$ cat src/iile_pkg.sv
// Purpose: constants for the increment / return / loop execution block
// Assumes: one core clock, APB register access
// Notes:   offsets are byte addresses on a 32-bit APB
package iile_pkg;
  // ==========================================
  // operation codes
  typedef enum logic [2:0] {
    OP_NOP  = 3'h0,
    OP_INC  = 3'h1,
    OP_INCREMENT_WITH_CARRY_OP = 3'h2,
    OP_INTERRUPT_RETURN_OP = 3'h3,
    OP_LOOP = 3'h4
  } iile_op_e;
  // ==========================================
  // register offsets
  localparam logic [7:0] A_SR0   = 8'h00;
  localparam logic [7:0] A_FLAGS = 8'h04;
  localparam logic [7:0] A_PC    = 8'h08;
  localparam logic [7:0] A_SPTR  = 8'h0c;
  localparam logic [7:0] A_STACK = 8'h10;
  localparam logic [7:0] A_CFG   = 8'h14;
  localparam logic [1:0] A_GPR_HI = 2'h1;
  // ==========================================
  // fields and reset values
  localparam int         PC_W       = 20;
  localparam int         PC_SMALL_W = 16;
  localparam int         IE_BIT     = 1;
  localparam int         FC = 0;
  localparam int         FZ = 1;
  localparam int         FV = 2;
  localparam int         FN = 3;
  localparam logic [1:0] LOOP_BANK  = 2'h3;
  localparam logic [7:0] SR0_RST    = 8'h00;
  localparam logic [3:0] FLAGS_RST  = 4'h0;
  localparam logic [7:0] SPTR_RST   = 8'h00;
  localparam logic [7:0] SPTR_STEP  = 8'h02;
  localparam logic       SMALL_N_RST = 1'b1;
endpackage

$ cat src/iile_exec.sv
// Purpose: execute inc, inc-with-carry, interrupt return and loop ops
// Assumes: one op per cycle, all single cycle; APB slave, zero wait
// Notes:   APB writes land after the op of the same cycle
//
// Local design decisions: the placing of the registers and the APB interface to the registers.
`timescale 1ns/1ps
`default_nettype none
module iile_exec
  import iile_pkg::*;
#(
  parameter int HS_DEPTH = 16
)
(
  // clock and reset
  input  wire logic        CORE_CLK,
  input  wire logic        RST_B,
  // apb slave
  input  wire logic        PSEL,
  input  wire logic        PENABLE,
  input  wire logic        PWRITE,
  input  wire logic [7:0]  PADDR,
  input  wire logic [31:0] PWDATA,
  output logic      [31:0] PRDATA,
  output logic             PREADY,
  output logic             PSLVERR,
  // decoded instruction
  input  wire logic        OP_VALID,
  input  wire logic [2:0]  OP_CODE,
  input  wire logic [1:0]  OP_BANK,
  input  wire logic [1:0]  OP_REG,
  input  wire logic [7:0]  OP_IMM,
  // interrupt gate
  input  wire logic        INT_PENDING,
  output logic             INT_ACCEPT,
  // core state
  output logic [19:0]      PC_OUT,
  output logic [3:0]       FLAGS_OUT,
  output logic [7:0]       SR0_OUT,
  output logic [7:0]       SPTR_OUT,
  output logic             DELAY_SLOT,
  output logic             ILLEGAL_OP
);
  localparam int HS_AW = $clog2(HS_DEPTH);

  // the pointer is eight bits and steps by two, so deeper stacks would wrap
  if (HS_DEPTH < 2 || HS_DEPTH > 64 || (1 << HS_AW) != HS_DEPTH) begin : g_bad_depth
    $error("HS_DEPTH must be a power of two from 2 to 64");
  end

  // ==========================================
  // state
  typedef struct packed {
    logic [PC_W-1:0]                 pc;
    logic [7:0]                      sr0;
    logic [3:0]                      flg;
    logic [7:0]                      sptr;
    logic [HS_DEPTH-1:0][PC_W-1:0]   hs;
    logic [15:0][7:0]                gpr;
    logic                            br_pend;
    logic [PC_W-1:0]                 br_tgt;
    logic                            ill;
    logic                            small_n;
    logic [31:0]                     rdata;
    logic                            slverr;
  } iile_state_s;

  iile_state_s s_r;
  iile_state_s s_nxt;

  // ==========================================
  // operand fetch and alu
  logic [3:0]      idx;
  logic [7:0]      opnd;
  logic [7:0]      alu_res;
  logic [3:0]      alu_flg;
  logic [PC_W-1:0] pc_seq;
  logic [HS_AW-1:0] top_idx;
  logic [HS_AW-1:0] push_idx;
  logic [PC_W-1:0] top_ent;
  logic            hs_empty;
  logic            hs_full;
  logic            apb_wr;
  logic            apb_setup;
  logic            gpr_hit;

  assign idx      = {OP_BANK, OP_REG};
  assign opnd     = s_r.gpr[idx];
  assign pc_seq   = s_r.pc + 20'h00001;
  // pointer steps by two, entries are indexed by pointer / 2
  assign push_idx = s_r.sptr[HS_AW:1];
  assign top_idx  = push_idx - {{(HS_AW-1){1'b0}}, 1'b1};
  assign top_ent  = s_r.hs[top_idx];
  assign hs_empty = (s_r.sptr < SPTR_STEP);
  assign hs_full  = (s_r.sptr[7:1] >= 7'(HS_DEPTH));
  assign apb_setup = PSEL & ~PENABLE;
  assign apb_wr    = PSEL & PENABLE & PWRITE;
  assign gpr_hit   = (PADDR[7:6] == A_GPR_HI) && (PADDR[1:0] == 2'h0);

  // ==========================================
  // apb address decode
  logic        sel_sr0;
  logic        sel_flg;
  logic        sel_pc;
  logic        sel_sptr;
  logic        sel_stack;
  logic        sel_cfg;
  logic        sel_none;
  logic [31:0] rd_word;

  assign sel_sr0   = ~gpr_hit & (PADDR == A_SR0);
  assign sel_flg   = ~gpr_hit & (PADDR == A_FLAGS);
  assign sel_pc    = ~gpr_hit & (PADDR == A_PC);
  assign sel_sptr  = ~gpr_hit & (PADDR == A_SPTR);
  assign sel_stack = ~gpr_hit & (PADDR == A_STACK);
  assign sel_cfg   = ~gpr_hit & (PADDR == A_CFG);
  // anything outside the map is refused with an error
  assign sel_none  = ~gpr_hit & ~(sel_sr0 | sel_flg | sel_pc | sel_sptr | sel_stack | sel_cfg);

  // narrow fields sit in the low bits, upper bits read zero
  always_comb begin
    rd_word = 32'h00000000;

    if (gpr_hit) begin
      rd_word[7:0] = s_r.gpr[PADDR[5:2]];
    end

    if (sel_sr0) begin
      rd_word[7:0] = s_r.sr0;
    end

    if (sel_flg) begin
      rd_word[3:0] = s_r.flg;
    end

    if (sel_pc) begin
      rd_word[PC_W-1:0] = s_r.pc;
    end

    if (sel_sptr) begin
      rd_word[7:0] = s_r.sptr;
    end

    // an empty stack reads zero rather than a stale entry
    if (sel_stack && !hs_empty) begin
      rd_word[PC_W-1:0] = top_ent;
    end

    if (sel_cfg) begin
      rd_word[0] = s_r.small_n;
    end
  end

  // ==========================================
  // op decode
  logic            op_inc;
  logic            op_increment_with_carry_op;
  logic            op_interrupt_return_op;
  logic            op_loop;
  logic            interrupt_return_op_ok;
  logic            loop_ok;
  logic            loop_take;
  logic            op_gpr_we;
  logic [7:0]      op_gpr_val;
  logic [PC_W-1:0] loop_tgt;

  assign op_inc     = OP_VALID & (OP_CODE == OP_INC);
  assign op_increment_with_carry_op    = OP_VALID & (OP_CODE == OP_INCREMENT_WITH_CARRY_OP);
  assign op_interrupt_return_op    = OP_VALID & (OP_CODE == OP_INTERRUPT_RETURN_OP);
  assign op_loop    = OP_VALID & (OP_CODE == OP_LOOP);
  // an empty stack has no return address, so the return is refused
  assign interrupt_return_op_ok    = op_interrupt_return_op & ~hs_empty;
  assign loop_ok    = op_loop & (OP_BANK == LOOP_BANK);
  // counter tested before the decrement
  assign loop_take  = loop_ok & (opnd != 8'h00);
  assign loop_tgt   = pc_seq + {{12{OP_IMM[7]}}, OP_IMM};
  assign op_gpr_we  = op_inc | op_increment_with_carry_op | loop_ok;
  assign op_gpr_val = loop_ok ? (opnd - 8'h01) : alu_res;

  // ==========================================
  // general registers, one write lane each
  logic [7:0] gpr_nxt [16];

  for (genvar gi = 0; gi < 16; gi++) begin : g_gpr
    logic op_we;
    logic bus_we;

    assign op_we  = op_gpr_we & (idx == 4'(gi));
    assign bus_we = apb_wr & gpr_hit & (PADDR[5:2] == 4'(gi));
    // bus write wins over an op on the same register
    assign gpr_nxt[gi] = bus_we ? PWDATA[7:0] : (op_we ? op_gpr_val : s_r.gpr[gi]);
  end

  iile_alu u_alu (
    .a          (opnd),
    .carry_in   (s_r.flg[FC]),
    .with_carry (OP_CODE == OP_INCREMENT_WITH_CARRY_OP),
    .result     (alu_res),
    .flags      (alu_flg)
  );

  // ==========================================
  // next state
  always_comb begin
    s_nxt     = s_r;
    s_nxt.ill = 1'b0;
    if (OP_VALID) begin
      s_nxt.pc = pc_seq;
      unique case (OP_CODE)
        OP_NOP: begin
        end
        OP_INC, OP_INCREMENT_WITH_CARRY_OP: begin
          s_nxt.flg      = alu_flg;
        end
        OP_INTERRUPT_RETURN_OP: begin
          // flags untouched on this path
          if (!interrupt_return_op_ok) begin
            s_nxt.ill = 1'b1;
          end else begin
            if (!s_r.small_n) begin
              s_nxt.pc[PC_SMALL_W-1:0] = top_ent[PC_SMALL_W-1:0];
              s_nxt.pc[PC_W-1:PC_SMALL_W] = s_r.pc[PC_W-1:PC_SMALL_W];
            end else begin
              s_nxt.pc = top_ent;
            end
            s_nxt.sptr        = s_r.sptr - SPTR_STEP;
            s_nxt.sr0[IE_BIT] = 1'b1;
          end
        end
        OP_LOOP: begin
          // flags untouched on this path
          if (!loop_ok) begin
            s_nxt.ill = 1'b1;
          end else begin
            if (loop_take) begin
              s_nxt.br_pend = 1'b1;
              s_nxt.br_tgt  = loop_tgt;
            end
          end
        end
        default: begin
          s_nxt.ill = 1'b1;
        end
      endcase
      // slot op runs, then the taken branch redirects; a loop in the slot
      // cannot chain: the redirect clears br_pend and drops the slot loop's own branch
      if (s_r.br_pend) begin
        s_nxt.pc      = s_r.br_tgt;
        s_nxt.br_pend = 1'b0;
      end
    end
    // ==========================================
    // apb read in setup, write in access
    if (apb_setup) begin
      s_nxt.slverr = sel_none;
      s_nxt.rdata  = rd_word;
    end
    if (apb_wr) begin
      if (gpr_hit) begin
        // gpr lanes take the write in g_gpr
      end else begin
        unique case (PADDR)
          A_SR0:   s_nxt.sr0 = PWDATA[7:0];
          A_FLAGS: s_nxt.flg = PWDATA[3:0];
          A_PC:    s_nxt.pc = PWDATA[PC_W-1:0];
          A_SPTR:  s_nxt.sptr = PWDATA[7:0];
          A_STACK: begin
            // a push into a full stack is dropped
            if (!hs_full) begin
              s_nxt.hs[push_idx] = PWDATA[PC_W-1:0];
              s_nxt.sptr         = s_r.sptr + SPTR_STEP;
            end
          end
          A_CFG:   s_nxt.small_n = PWDATA[0];
          default: begin
          end
        endcase
      end
    end
    for (int k = 0; k < 16; k++) begin
      s_nxt.gpr[k] = gpr_nxt[k];
    end
  end

  // ==========================================
  // registers
  always_ff @(posedge CORE_CLK or negedge RST_B) begin
    if (!RST_B) begin
      s_r         <= '0;
      s_r.sr0     <= SR0_RST;
      s_r.flg     <= FLAGS_RST;
      s_r.sptr    <= SPTR_RST;
      s_r.small_n <= SMALL_N_RST;
    end else begin
      s_r <= s_nxt;
    end
  end

  // ==========================================
  // outputs
  assign PRDATA     = s_r.rdata;
  assign PSLVERR    = s_r.slverr & PSEL & PENABLE;
  assign PREADY     = 1'b1;
  // interrupts wait while a branch is pending so the slot is not split
  assign INT_ACCEPT = INT_PENDING & s_r.sr0[IE_BIT] & ~s_r.br_pend;
  assign PC_OUT     = s_r.pc;
  assign FLAGS_OUT  = s_r.flg;
  assign SR0_OUT    = s_r.sr0;
  assign SPTR_OUT   = s_r.sptr;
  assign DELAY_SLOT = s_r.br_pend;
  assign ILLEGAL_OP = s_r.ill;
endmodule
`default_nettype wire

$ cat src/iile_alu.sv
// Purpose: 8-bit increment and increment-with-carry with flags
// Assumes: purely combinational, same clock as caller
// Notes:   flag order in flags is {N,V,Z,C}
`timescale 1ns/1ps
`default_nettype none
module iile_alu
  import iile_pkg::*;
(
  // operands
  input  wire logic [7:0] a,
  input  wire logic       carry_in,
  input  wire logic       with_carry,
  // results
  output logic      [7:0] result,
  output logic      [3:0] flags
);
  logic [8:0] sum;
  logic       add_one;
  logic       ovf;

  always_comb begin
    add_one = with_carry ? carry_in : 1'b1;
    sum     = {1'b0, a} + {8'h00, add_one};
    result  = sum[7:0];
    // only 7f plus one can overflow an increment
    ovf       = ~a[7] & sum[7];
    flags[FC] = sum[8];
    flags[FZ] = (sum[7:0] == 8'h00);
    flags[FV] = ovf;
    flags[FN] = with_carry ? (ovf ^ sum[7]) : sum[7];
  end
endmodule
`default_nettype wire

$ cat config.mk
export PLATFORM = sky130hd
export DESIGN_NAME = iile_exec
export DESIGN_NICKNAME = d
export VERILOG_FILES = /design/src/iile_pkg.sv /design/src/iile_exec.sv /design/src/iile_alu.sv
export SDC_FILE = /design/constraint.sdc
export NUM_CORES = 1
export LEC_CHECK = 0
export BUFFER_PORTS_ARGS = -buffer_cell sky130_fd_sc_hd__buf_2
export CORE_ASPECT_RATIO = 0.8
export CORE_UTILIZATION = 58
export CTS_CLUSTER_SIZE = 25
export DETAILED_ROUTE_END_ITERATION = 8
export PLACE_DENSITY = 0.85
export SYNTH_ARGS = -nofsm -noshare
export SYNTH_HDL_FRONTEND = slang
export SYNTH_SLANG_ARGS = --single-unit
export TNS_END_PERCENT = 10
$ cat constraint.sdc
create_clock -name CORE_CLK -period 4.2 [get_ports CORE_CLK]
set_clock_uncertainty 0.1 [all_clocks]
set_input_delay 0 -clock CORE_CLK [delete_from_list [all_inputs] [get_ports CORE_CLK]]
set_output_delay 0 -clock CORE_CLK [all_outputs]
set_load 0.03 [all_outputs]
==> impl_metrics.toml <==
[outcome]
outcome = "complete, no violations"

[die]
ios = 139
dieArea_um2 = 51200
die_w_um = 253
start_util = 0.587
die_h_um = 203
num_rows = 73
fp.coreArea_um2 = 49700

[global_route]
grt_pass1_wl_um = 136000
grt_pass1_vias = 22505
grt_max_degree = 109
antenna_found_initial = 3
grt.overflow.total = 0
grt_usage = 0.352

[worst_setup_path]
critPathMaxFanout = 16
required_ns = 4.67
crit_type = "reg -> reg"
end_kind = "register"
start_kind = "register"
cp_data_arrival_time_ns = 4.44

[drt]
post_drt_wl_per_cell_um = 27.5
met1Wirelength_um = 32300
vias = 21997
route.met3.wl_um = 11900
routed.top_layer = "met5"
wl_um = 88000
viasPerCell = 6.88
post-route-drc-count = 0
dr.pass1.iters = 6
postRouteAntennaNets = 0
dr_wl_met2_um = 38900
drtIter0Drc = 2907

[cts]
cts_buffer_depth = 3
post_cts_resized = 0
cts_sinks = 532
cts_tree = "built"
cts_setup_buffers = 0
htree_levels = 2
clk_latency_ns = 0.65
cts_root_buffer = "clkbuf_16"
numCtsBuffers = 52
clk_pin_slew_worst_paths_ns = 0.06
holdBufCountCts = 44

[power_and_ir_drop]
leakagePower_nw = 15.2
power_density_nw_per_um2 = 463
peakVddDrop_mv = 0.423
power_mw = 15.0

[timing]
setup_violations = 0
slew_viol_final = 0
slew_headroom = 0.147
finalCriticalPeriod_ns = 3.97
hold_viol = 0
period_share = 0.946
rsz0062_at_grt = "no"
tightestPinTransition_ns = 1.28
fin_tns_setup_ns = 0
fmax_ghz = 0.252

[synthesis]
yosysSeqAreaShare = 0.457
ys_types = 75
syn_area_um2 = 29200
netlist_instances = 2460
ys_seq_elements = 532
synth_edf_count = 0
synth_area_per_cell_um2 = 11.9
ys_async_sr_fraction = 1.00
synth_ff_type = "dfrtp_1"
yosysWarningCount = 0

[cells_and_area]
fin_util = 0.649
n_fill_cell = 3405
final_nets = 2572
finalInstanceArea_um2 = 32300
drive_gt1_frac = 0.321
syn2layout_area_growth_pct = 10.7
mostFrequentLayoutCell = "dfrtp_1"
final_cell_mix = "dfrtp_1, mux2_2, nand2_1"

[job]
cap_viol_max_count = 0

[min_path]
hold_class = "in -> async"

[placement]
portBuffers = 113
dp_hpwl_um = 53900
placedInstanceArea_um2 = 29900
gp_congestion = 0.967
per-stage QoR:
| step | setup WS (ns) | std cells | hold slack, ns |
|---|---|---|---|
| floorplan | 0.371 | 2471 | -0.396 |
| global placement | 0.516 | 3056 | -0.0124 |
| detailed placement | 0.350 | 3056 | -0.00844 |
| CTS | 0.306 | 3196 | 0.0139 |
| global route | 0.0995 | 3197 | 0.0628 |
| finish | 0.226 | 3197 | 0.0300 |
power by group:
group          internal, mW  total [mW]  leakage [nW]  switching, mW
Clock                  3.10        5.29         0.953           2.19
Sequential             5.39        5.76          7.34          0.367
Combinational          1.53        3.91          6.89           2.37
Total                  10.0        15.0          15.2           4.93
routing by layer:
metal	up-vias	global-route usage
met3	368	0.111
met2	1652	0.518
met5	-	0
met1	11053	0.473
li1	8920	-
met4	4	0.176
area by class of cell:
cell class / instances / area (µm²) / share of cell area
clock inverters: 23 / 405 / 0.0126
multi-input cells: 1649 / 14500 / 0.449
diodes: 1 / 2.50 / 0.0000775
repair buffers: 222 / 1600 / 0.0496
well taps: 675 / 845 / 0.0262
flip-flops and latches: 532 / 13300 / 0.413
inverters: 22 / 82.6 / 0.00256
clock buffers: 73 / 1520 / 0.0471
critical path, cell delays in order (launching register included):
cell           delay, ns
dfrtp_1             0.42
mux4_2              0.54
a22o_1              0.29
or2_1               0.37
inv_1               0.13
ha_1                0.16
and2_1              0.17
nor3b_1             0.36
nor2_1              0.13
xnor2_1             0.18
buf_4               0.28
nand3_1             0.11
dlygate4sd3_1       0.60
nand3_1             0.08
cells by family after synthesis:
logic type               count (synthesis)  synth area share
multiplexers                           615             0.300
AND/OR/NAND/NOR                        548            0.0831
flip-flops                             532             0.457
AO/OA/AOI/OAI                          394            0.0814
buffers and inverters                  290            0.0503
XOR/XNOR                                48            0.0152
adder cells (fa/ha/maj)                 31            0.0136
other                                    2          0.000258
synth_stat cells (all sizes together) (3+ instances only):
library cell  instances  share of area
a211oi               12         0.0031
a21o                  9         0.0023
a21oi               138          0.024
a221oi                9         0.0031
a22o                  4         0.0012
a22oi                19         0.0049
a311oi                9         0.0027
a31oi                21         0.0052
a41oi                 3         0.0012
and2                 12         0.0026
and3                 13         0.0028
and3b                 7         0.0021
and4                  3        0.00090
buf                 151          0.032
clkbuf              117          0.015
dfrtp               531           0.46
ha                   30          0.013
inv                  21         0.0027
mux2                344           0.13
mux2i                99          0.034
mux4                172           0.13
nand2               219          0.028
nand2b                8         0.0017
nand3                37         0.0063
nand4                 9         0.0019
nor2                173          0.022
nor2b                17         0.0036
nor3                 26         0.0046
nor3b                 5         0.0013
nor4                  4        0.00086
o211a                 5         0.0017
o211ai                6         0.0015
o21ai               127          0.022
o21bai                3        0.00077
o22ai                 5         0.0011
o31ai                 8         0.0021
or2                   5         0.0011
or3                   3        0.00064
xnor2                32          0.010
xor2                 16         0.0051
final timing paths:
kind	from	end	slack [ns]	cells past startpoint
max	s_r[145]	s_r[60]	0.23	13
min	RST_B	PC_OUT[4]	0.03	3
max reg2reg	s_r[145]	s_r[60]	0.23	13
min reg2reg	PRDATA[11]	PRDATA[11]	0.39	2
max in group asynchronous	RST_B	async pin	3.29	3
min in group CORE_CLK	OP_CODE[1]	FLAGS_OUT[3]	0.05	7
Note: power is estimated with default switching activity, not from simulation.
